$ cat src/include/host_regs_pkg.sv
// Register map, field layout and carrier types of the host register bank
`default_nettype none
package host_regs_pkg;
	localparam int unsigned DATA_W = 16;
	localparam int unsigned ADDR_W = 3;
	localparam int unsigned GPIN_W = 6;
	localparam int unsigned GPOUT_W = 8;
	localparam int unsigned SYNC_W = 1 + 1 + 1 + ADDR_W + DATA_W;

	// Write side addresses
	localparam logic [2:0] ADDR_COMMAND = 3'h0;
	localparam logic [2:0] ADDR_MODE_ONE = 3'h1;
	localparam logic [2:0] ADDR_MODE_TWO = 3'h2;
	localparam logic [2:0] ADDR_MODE_THREE = 3'h3;
	localparam logic [2:0] ADDR_GEN_OUTPUT = 3'h4;
	localparam logic [2:0] ADDR_UNUSED = 3'h5;
	localparam logic [2:0] ADDR_DATA_LOW = 3'h6;
	localparam logic [2:0] ADDR_DATA_HIGH = 3'h7;

	// Read side addresses
	localparam logic [2:0] ADDR_MAIN_STATUS = 3'h0;
	localparam logic [2:0] ADDR_STATUS_ONE = 3'h1;
	localparam logic [2:0] ADDR_STATUS_TWO = 3'h2;
	localparam logic [2:0] ADDR_STATUS_THREE = 3'h3;
	localparam logic [2:0] ADDR_X_INPUTS = 3'h4;
	localparam logic [2:0] ADDR_Y_INPUTS = 3'h5;
	localparam logic [2:0] ADDR_DATA_READ_LOW = 3'h6;
	localparam logic [2:0] ADDR_DATA_READ_HIGH = 3'h7;

	// Command register fields
	localparam int unsigned CMD_CODE_LSB = 0;
	localparam int unsigned CMD_CODE_W = 6;
	localparam int unsigned CMD_AXIS_X_BIT = 8;
	localparam int unsigned CMD_AXIS_Y_BIT = 9;
	localparam logic [5:0] AXIS_SELECT_CODE_DEFAULT = 6'h1f;

	// Input level field
	localparam int unsigned GPIN_LSB = 8;

	// Reset values
	localparam logic [15:0] MODE_RESET = 16'h0000;
	localparam logic [15:0] GEN_OUTPUT_RESET = 16'h0000;
	localparam logic [15:0] COMMAND_RESET = 16'h0000;
	localparam logic [15:0] DATA_RESET = 16'h0000;
	localparam logic [1:0] AXIS_SEL_RESET = 2'h1;

	typedef struct packed {
		logic [15:0] one;
		logic [15:0] two;
		logic [15:0] three;
	} axis_mode_t;

	typedef struct packed {
		logic [15:0] one;
		logic [15:0] two;
		logic [15:0] three;
	} axis_status_t;

	typedef struct packed {
		logic [5:0] code;
		logic [1:0] axes;
		logic [31:0] data;
	} command_t;
endpackage
`default_nettype wire

$ cat src/hw/axis_mode_bank.sv
// Three mode registers of one axis
`timescale 1ns/1ps
`default_nettype none
module axis_mode_bank
	import host_regs_pkg::*;
(
	input wire logic mclk,
	input wire logic nrst,
	input wire logic write_en,
	input wire logic [2:0] write_addr,
	input wire logic [15:0] write_data,
	output axis_mode_t mode
);
	axis_mode_t next_mode;

	always_comb begin
		next_mode = mode;
		if (write_en) begin
			unique case (write_addr)
				ADDR_MODE_ONE: next_mode.one = write_data;
				ADDR_MODE_TWO: next_mode.two = write_data;
				ADDR_MODE_THREE: next_mode.three = write_data;
				default: next_mode = mode;
			endcase
		end
	end

	always_ff @(posedge mclk or negedge nrst) begin
		if (!nrst) begin
			mode <= '{one: MODE_RESET, two: MODE_RESET, three: MODE_RESET};
		end else begin
			mode <= next_mode;
		end
	end
endmodule
`default_nettype wire

$ cat src/hw/host_register_bank.sv
// Host register bank: 16-bit parallel bus, mode, output, data and status registers
`timescale 1ns/1ps
`default_nettype none
module host_register_bank
	import host_regs_pkg::*;
#(
	parameter logic [5:0] AXIS_SELECT_CODE = AXIS_SELECT_CODE_DEFAULT
)
(
	input wire logic mclk,
	input wire logic nrst,
	input wire logic cs_n,
	input wire logic wr_n,
	input wire logic rd_n,
	input wire logic [2:0] addr,
	input wire logic [15:0] data_in,
	output logic [15:0] data_out,
	output logic data_oe,
	output logic [7:0] general_output_pin,
	input wire logic [5:0] x_general_in,
	input wire logic [5:0] y_general_in,
	input wire logic [15:0] main_status,
	input wire axis_status_t x_status,
	input wire axis_status_t y_status,
	input wire logic [31:0] data_read,
	output axis_mode_t x_mode,
	output axis_mode_t y_mode,
	output command_t command,
	output logic command_valid
);
	// Pin synchronisers: bus pins and general inputs
	logic [SYNC_W-1:0] bus_meta;
	logic [SYNC_W-1:0] bus_sync;
	logic [SYNC_W-1:0] bus_last;
	logic [11:0] gpin_meta;
	logic [11:0] gpin_sync;

	always_ff @(posedge mclk or negedge nrst) begin
		if (!nrst) begin
			bus_meta <= {3'h7, {(SYNC_W-3){1'b0}}};
			bus_sync <= {3'h7, {(SYNC_W-3){1'b0}}};
			bus_last <= {3'h7, {(SYNC_W-3){1'b0}}};
			gpin_meta <= 12'h000;
			gpin_sync <= 12'h000;
		end else begin
			bus_meta <= {cs_n, wr_n, rd_n, addr, data_in};
			bus_sync <= bus_meta;
			bus_last <= bus_sync;
			gpin_meta <= {y_general_in, x_general_in};
			gpin_sync <= gpin_meta;
		end
	end

	logic cs_s;
	logic wr_s;
	logic rd_s;
	logic [2:0] addr_s;
	logic cs_l;
	logic wr_l;
	logic [2:0] addr_l;
	logic [15:0] data_l;
	logic [5:0] x_in_s;
	logic [5:0] y_in_s;

	assign cs_s = ~bus_sync[SYNC_W-1];
	assign wr_s = ~bus_sync[SYNC_W-2];
	assign rd_s = ~bus_sync[SYNC_W-3];
	assign addr_s = bus_sync[DATA_W +: ADDR_W];
	assign cs_l = ~bus_last[SYNC_W-1];
	assign wr_l = ~bus_last[SYNC_W-2];
	assign addr_l = bus_last[DATA_W +: ADDR_W];
	assign data_l = bus_last[DATA_W-1:0];
	assign x_in_s = gpin_sync[5:0];
	assign y_in_s = gpin_sync[11:6];

	// Write taken at the trailing edge of the strobe, last sampled address and data
	logic wr_strobe;
	logic rd_active;
	assign wr_strobe = cs_l & wr_l & ~wr_s;
	assign rd_active = cs_s & rd_s;

	// Write-side registers
	logic [15:0] command_reg;
	logic [15:0] general_output_reg;
	logic [15:0] data_write_low;
	logic [15:0] data_write_high;
	logic [1:0] axis_sel;
	logic [15:0] next_command_reg;
	logic [15:0] next_general_output_reg;
	logic [15:0] next_data_write_low;
	logic [15:0] next_data_write_high;
	logic [1:0] next_axis_sel;
	logic next_command_valid;
	command_t next_command;

	always_comb begin
		next_command_reg = command_reg;
		next_general_output_reg = general_output_reg;
		next_data_write_low = data_write_low;
		next_data_write_high = data_write_high;
		next_axis_sel = axis_sel;
		next_command_valid = 1'b0;
		next_command = command;
		if (wr_strobe) begin
			unique case (addr_l)
				ADDR_COMMAND: begin
					next_command_reg = data_l;
					next_axis_sel = {data_l[CMD_AXIS_Y_BIT], data_l[CMD_AXIS_X_BIT]};
					if (data_l[CMD_CODE_LSB +: CMD_CODE_W] != AXIS_SELECT_CODE) begin
						next_command_valid = 1'b1;
						next_command.code = data_l[CMD_CODE_LSB +: CMD_CODE_W];
						next_command.axes = {data_l[CMD_AXIS_Y_BIT], data_l[CMD_AXIS_X_BIT]};
						next_command.data = {data_write_high, data_write_low};
					end
				end
				ADDR_GEN_OUTPUT: next_general_output_reg = data_l;
				ADDR_DATA_LOW: next_data_write_low = data_l;
				ADDR_DATA_HIGH: next_data_write_high = data_l;
				ADDR_UNUSED: next_command_reg = command_reg;
				default: next_command_reg = command_reg;
			endcase
		end
	end

	always_ff @(posedge mclk or negedge nrst) begin
		if (!nrst) begin
			command_reg <= COMMAND_RESET;
			general_output_reg <= GEN_OUTPUT_RESET;
			data_write_low <= DATA_RESET;
			data_write_high <= DATA_RESET;
			axis_sel <= AXIS_SEL_RESET;
			command_valid <= 1'b0;
			command <= '0;
		end else begin
			command_reg <= next_command_reg;
			general_output_reg <= next_general_output_reg;
			data_write_low <= next_data_write_low;
			data_write_high <= next_data_write_high;
			axis_sel <= next_axis_sel;
			command_valid <= next_command_valid;
			command <= next_command;
		end
	end

	assign general_output_pin = general_output_reg[GPOUT_W-1:0];

	// mode writes routed by the axis select
	logic mode_write;
	assign mode_write = wr_strobe && (addr_l == ADDR_MODE_ONE || addr_l == ADDR_MODE_TWO ||
		addr_l == ADDR_MODE_THREE);

	axis_mode_bank x_bank (
		.mclk(mclk),
		.nrst(nrst),
		.write_en(mode_write & axis_sel[0]),
		.write_addr(addr_l),
		.write_data(data_l),
		.mode(x_mode)
	);

	axis_mode_bank y_bank (
		.mclk(mclk),
		.nrst(nrst),
		.write_en(mode_write & axis_sel[1]),
		.write_addr(addr_l),
		.write_data(data_l),
		.mode(y_mode)
	);

	// Read side: registered data, driven while the host reads
	axis_status_t sel_status;
	logic [15:0] next_data_out;
	logic next_data_oe;

	// status copy of the selected axis, X first
	assign sel_status = axis_sel[0] ? x_status : y_status;

	always_comb begin
		next_data_oe = rd_active;
		next_data_out = data_out;
		if (rd_active) begin
			unique case (addr_s)
				ADDR_MAIN_STATUS: next_data_out = main_status;
				ADDR_STATUS_ONE: next_data_out = sel_status.one;
				ADDR_STATUS_TWO: next_data_out = sel_status.two;
				ADDR_STATUS_THREE: next_data_out = sel_status.three;
				ADDR_X_INPUTS: next_data_out = {2'h0, x_in_s, 8'h00};
				ADDR_Y_INPUTS: next_data_out = {2'h0, y_in_s, 8'h00};
				ADDR_DATA_READ_LOW: next_data_out = data_read[15:0];
				ADDR_DATA_READ_HIGH: next_data_out = data_read[31:16];
				default: next_data_out = data_out;
			endcase
		end
	end

	always_ff @(posedge mclk or negedge nrst) begin
		if (!nrst) begin
			data_out <= 16'h0000;
			data_oe <= 1'b0;
		end else begin
			data_out <= next_data_out;
			data_oe <= next_data_oe;
		end
	end
endmodule
`default_nettype wire

$ cat config.mk
export PLATFORM = sky130hd
export DESIGN_NAME = host_register_bank
export DESIGN_NICKNAME = d
export VERILOG_FILES = /design/src/include/host_regs_pkg.sv /design/src/hw/axis_mode_bank.sv /design/src/hw/host_register_bank.sv
export SDC_FILE = /design/constraint.sdc
export NUM_CORES = 1
export LEC_CHECK = 0
export ABC_AREA = 1
export BUFFER_PORTS_ARGS = -buffer_cell sky130_fd_sc_hd__buf_4
export CAP_MARGIN = 15
export CELL_PAD_IN_SITES_DETAIL_PLACEMENT = 1
export CELL_PAD_IN_SITES_GLOBAL_PLACEMENT = 1
export CORE_MARGIN = 2
export CORE_UTILIZATION = 40
export CTS_CLUSTER_SIZE = 40
export DETAILED_ROUTE_END_ITERATION = 8
export MAX_ROUTING_LAYER = met4
export PLACE_DENSITY = 0.86
export SLEW_MARGIN = 0
export SYNTH_ARGS = -nofsm -noshare
export SYNTH_HDL_FRONTEND = slang
export SYNTH_SLANG_ARGS = --single-unit
$ cat constraint.sdc
create_clock -name mclk -period 3.8 [get_ports mclk]
set_input_delay 0.38 -clock mclk [delete_from_list [all_inputs] [get_ports mclk]]
set_output_delay 0.38 -clock mclk [all_outputs]
set_load 0.02 [all_outputs]
==> impl.org <==
** Pwr
- The worst-case IR drop observed on VDD is 457 uV.
- Static power due to leakage :: 0.00809 uW
- In this run the power density over the cells is 509 mW/mm^2.

** Clock tree
- Gates resized during post-CTS repair numbered 0.
- Clock slew seen by the registers of the worst setup and hold paths :: 0.08 ns
- The tree built by TritonCTS fans out to 285 sinks.
- TritonCTS built the clock tree.
- CTS built an H-tree with a depth of 1.
- Clock insertion delay at the later pin of the skew report :: 0.57 ns
- Clock Tree Buf Depth :: 3
- Root Buffer :: clkbuf_16
- Number of clock buffers inserted by TritonCTS :: 28

** Routing
- Wire length on met3 :: 2030 um
- Drt pass-1 iters :: 5
- Wire segments on met2 add up to 20800 um in the final route.
- Post-DRT Antenna Nets :: 0
- For this block, the initial DRC count from the detailed router was 658.
- Post-DR vias/cell :: 5.14
- Topmost layer with routed signal wires :: met4
- Drc violations :: 0
- Final Routed Wirelength :: 41100 um
- Wire length per cell :: 21.5 um
- For this block, the via count after detailed routing is 9805.
- Wire length the detailed router placed on met1 :: 16600 um

** Logic synthesis
- Synth Flop Type :: dfrtp_1
- Number of distinct library cell variants in the gate-level netlist after synthesis :: 25
- Post-Syn Area :: 0.0110 sq mm
- Register bit total from synthesis :: 285
- Sequential cells were found to cover 64.7% of the synthesized design area.
- Synthesis handed over a netlist of 1194 instances.
- Counting flops with an async set or reset pin after synthesis yields a share of 100%.
- Synthesis produced a netlist with a net count of 1374.
- Yosys warnings :: 0
- EDFF count, synth :: 0
- Sorting the synthesized cells by area gives the leading types as dfrtp_1 63%, nand2_1 18%, o21ai_0 6.9%.
- The largest total area in the synthesized netlist belongs to dfrtp_1.
- Average cell area after synthesis :: 9.24 sq um
- After synthesis, the most frequently instantiated cells are 534 x nand2_1, 276 x dfrtp_1, 152 x o21ai_0.
- Share of the synthesized area in the top cell type :: 62.6%
- Most numerous cell in the Yosys netlist :: nand2_1

** Min path
- Min-delay worst type :: input port to flip-flop
- Launch instance of the worst min-delay path :: main_status[7]

** Worst setup path
- STA classifies the critical path endpoint as a flip-flop.
- Worst Path Max Fanout :: 30
- Critical-path cell list :: buf_4, nand2_1, nor2_2, nand2_1, nand2_1, nor2_1, nand2_1, nand2_1, nand2_1
- Class of the most critical setup path :: flip-flop to flip-flop
- Worst stage delay on the critical path :: 0.74 ns
- STA classifies the critical path startpoint as a flip-flop.
- Start point of the critical path :: bus_sync[17]
- In this run the critical register-to-register path is launched from bus_sync[17].
- Required time at the worst-slack endpoint :: 4.27 ns
- Arrival time at the worst endpoint :: 2.92 ns
- Critical path's most frequent cell :: nand2_1
- Among all stages on the critical path, the largest delay is contributed by nor2_2.

** Timing
- The routed design could run at a clock period as short as 2.46 ns.
- Static timing analysis puts the maximum clock frequency at 407 MHz.
- Of the available clock period, the critical path in the final layout requires 64.7%.
- For the pin with the worst max-slew slack, the measured transition is 0.998 ns.
- Adding up every negative setup slack in the final design gives 0 ns.
- Setup repair after global routing left no endpoint under its margin.
- Number of endpoints failing setup at the final stage :: 0
- The final-report hold violation count was 0.
- Clock skew :: 0.0444 ns
- The max-slew violation count came to 0.
- Worst-case setup margin in the final layout :: 1.34 ns
- Worst slew margin relative to its limit :: 33.3%

** Floorplanning
- Initial core utilization :: 40.8%
- From left edge to right edge, the die measures 170 um.
- The die covers 0.0289 sq mm.
- In this run the core area contains 60 standard-cell rows.
- The total area inside the core boundary comes to 0.0270 sq mm.
- The die is 170 um tall.
- Top Ports :: 342

** Flow run
- Max Cap Viol :: 0

** Place
- In this run the tool buffered the top-level ports with 341 buffer cells.
- Detailed Place HPWL :: 27800 um
- The congestion estimate from routability-driven global placement came to 0.897.
- The placed instances occupy a cell area of 0.0138 sq mm.
- Pre-CTS setup slack :: 1.43 ns

** Global route
- Overflow left after global routing :: 0
- Wire length of the first global-routing pass :: 60800 um
- Entering global routing, the biggest net connects 103 pins.
- Total Routing Usage GR :: 28.7%
- The number of antenna violations at the first check in global routing is 0.
- The via count of the first global-routing pass was 10400.

** Status
- The run finished with clean final reports.

** Cells and area
- In the final design database the tool counted 1728 nets.
- Summing all non-filler instances in the final layout gives an area of 0.0152 sq mm.
- Number of filler cells placed in the layout :: 3052
- In the final layout, the share of cells above drive strength 1 is 26.7%.
- Compared with the post-synthesis result, the final layout area differs by 37.4%.
final timing paths:
path	end	slack (ns)	cells after the start
worst max-delay path	data_out[10]	1.34	9
worst min-delay path	data_out[7]	0.15	5
worst max register to register	data_out[10]	1.34	9
worst min register to register	bus_last[9]	0.35	0
max in group asynchronous	gpin_sync[1]	2.32	3
min in group asynchronous	x_bank.mode[13]	0.44	2
final cells by class:
class | count | area, sq um | share of cell area [%]
Sequential cell | 285 | 7140 | 47.1
Multi-Input combinational cell | 798 | 3400 | 22.4
Timing Repair Buffer | 389 | 3040 | 20.1
Clock buffer | 41 | 830 | 5.47
Tap cell | 341 | 427 | 2.81
Inverter | 46 | 173 | 1.14
Clock inverter | 8 | 145 | 0.957
Antenna cell | 1 | 2.50 | 0.0165
metal layers:
layer	up-vias	global-route usage, %
met5	-	-
met4	0	11.2
met3	98	4.47
met2	296	48.3
met1	4910	35.0
li1	4501	-
placed cells by master (no fill, tap or decap), types with 2 or more instances in the layout:
cell,instances
inv_1,43
clkinvlp_4,2
o21ai_0,152
a21oi_1,11
buf_12,2
clkinv_2,2
nor3_1,2
nor2_1,28
dlygate4sd3_1,35
nand3_2,4
o21ai_1,14
nand2_1,534
clkbuf_1,5
nor2_4,3
clkbuf_16,28
buf_4,351
dfstp_2,9
nand4_1,35
dfrtp_1,276
bufinv_16,3
clkinv_1,2
clkbuf_8,8
nand3_1,11
critical path, delay by kind of cell, from the launching register on:
family | cells | cell delay (ns)
simple gates | 8 | 1.37
buf+inv | 1 | 0.42
flops | 1 | 0.57
cells by family after synthesis:
group / share of synthesized area, %
DFF: 64.7
AOI/OAI and AO/OA: 8.03
buffers and inverters: 4.43
and+or+nand+nor: 22.8
what timing repair did:
action | 4_1_cts | 5_1_grt
setup buffers | 0 | 0
endpoints found under the hold margin | 123 | 0
hold buffers | 35 | 0
per-stage QoR:
step                cells  hold slack (ns)  util (%)  power (uW)
finish               1909            0.154      56.1        7710
global route         1908            0.170      56.1        8020
CTS                  1908            0.145      56.1        7750
detailed placement   1824            0.336      51.2        4810
global placement     1824            0.331      51.2        4760
floorplan            1194           0.0844         -        4090
where the power goes:
part           switching, uW  leakage [uW]  total (uW)  internal (uW)
registers                182       0.00366        3500           3320
clock network           1190      0.000470        2910           1720
logic                    793       0.00396        1310            514
total                   2170       0.00809        7710           5550
Note: power is estimated with default switching activity, not from simulation.
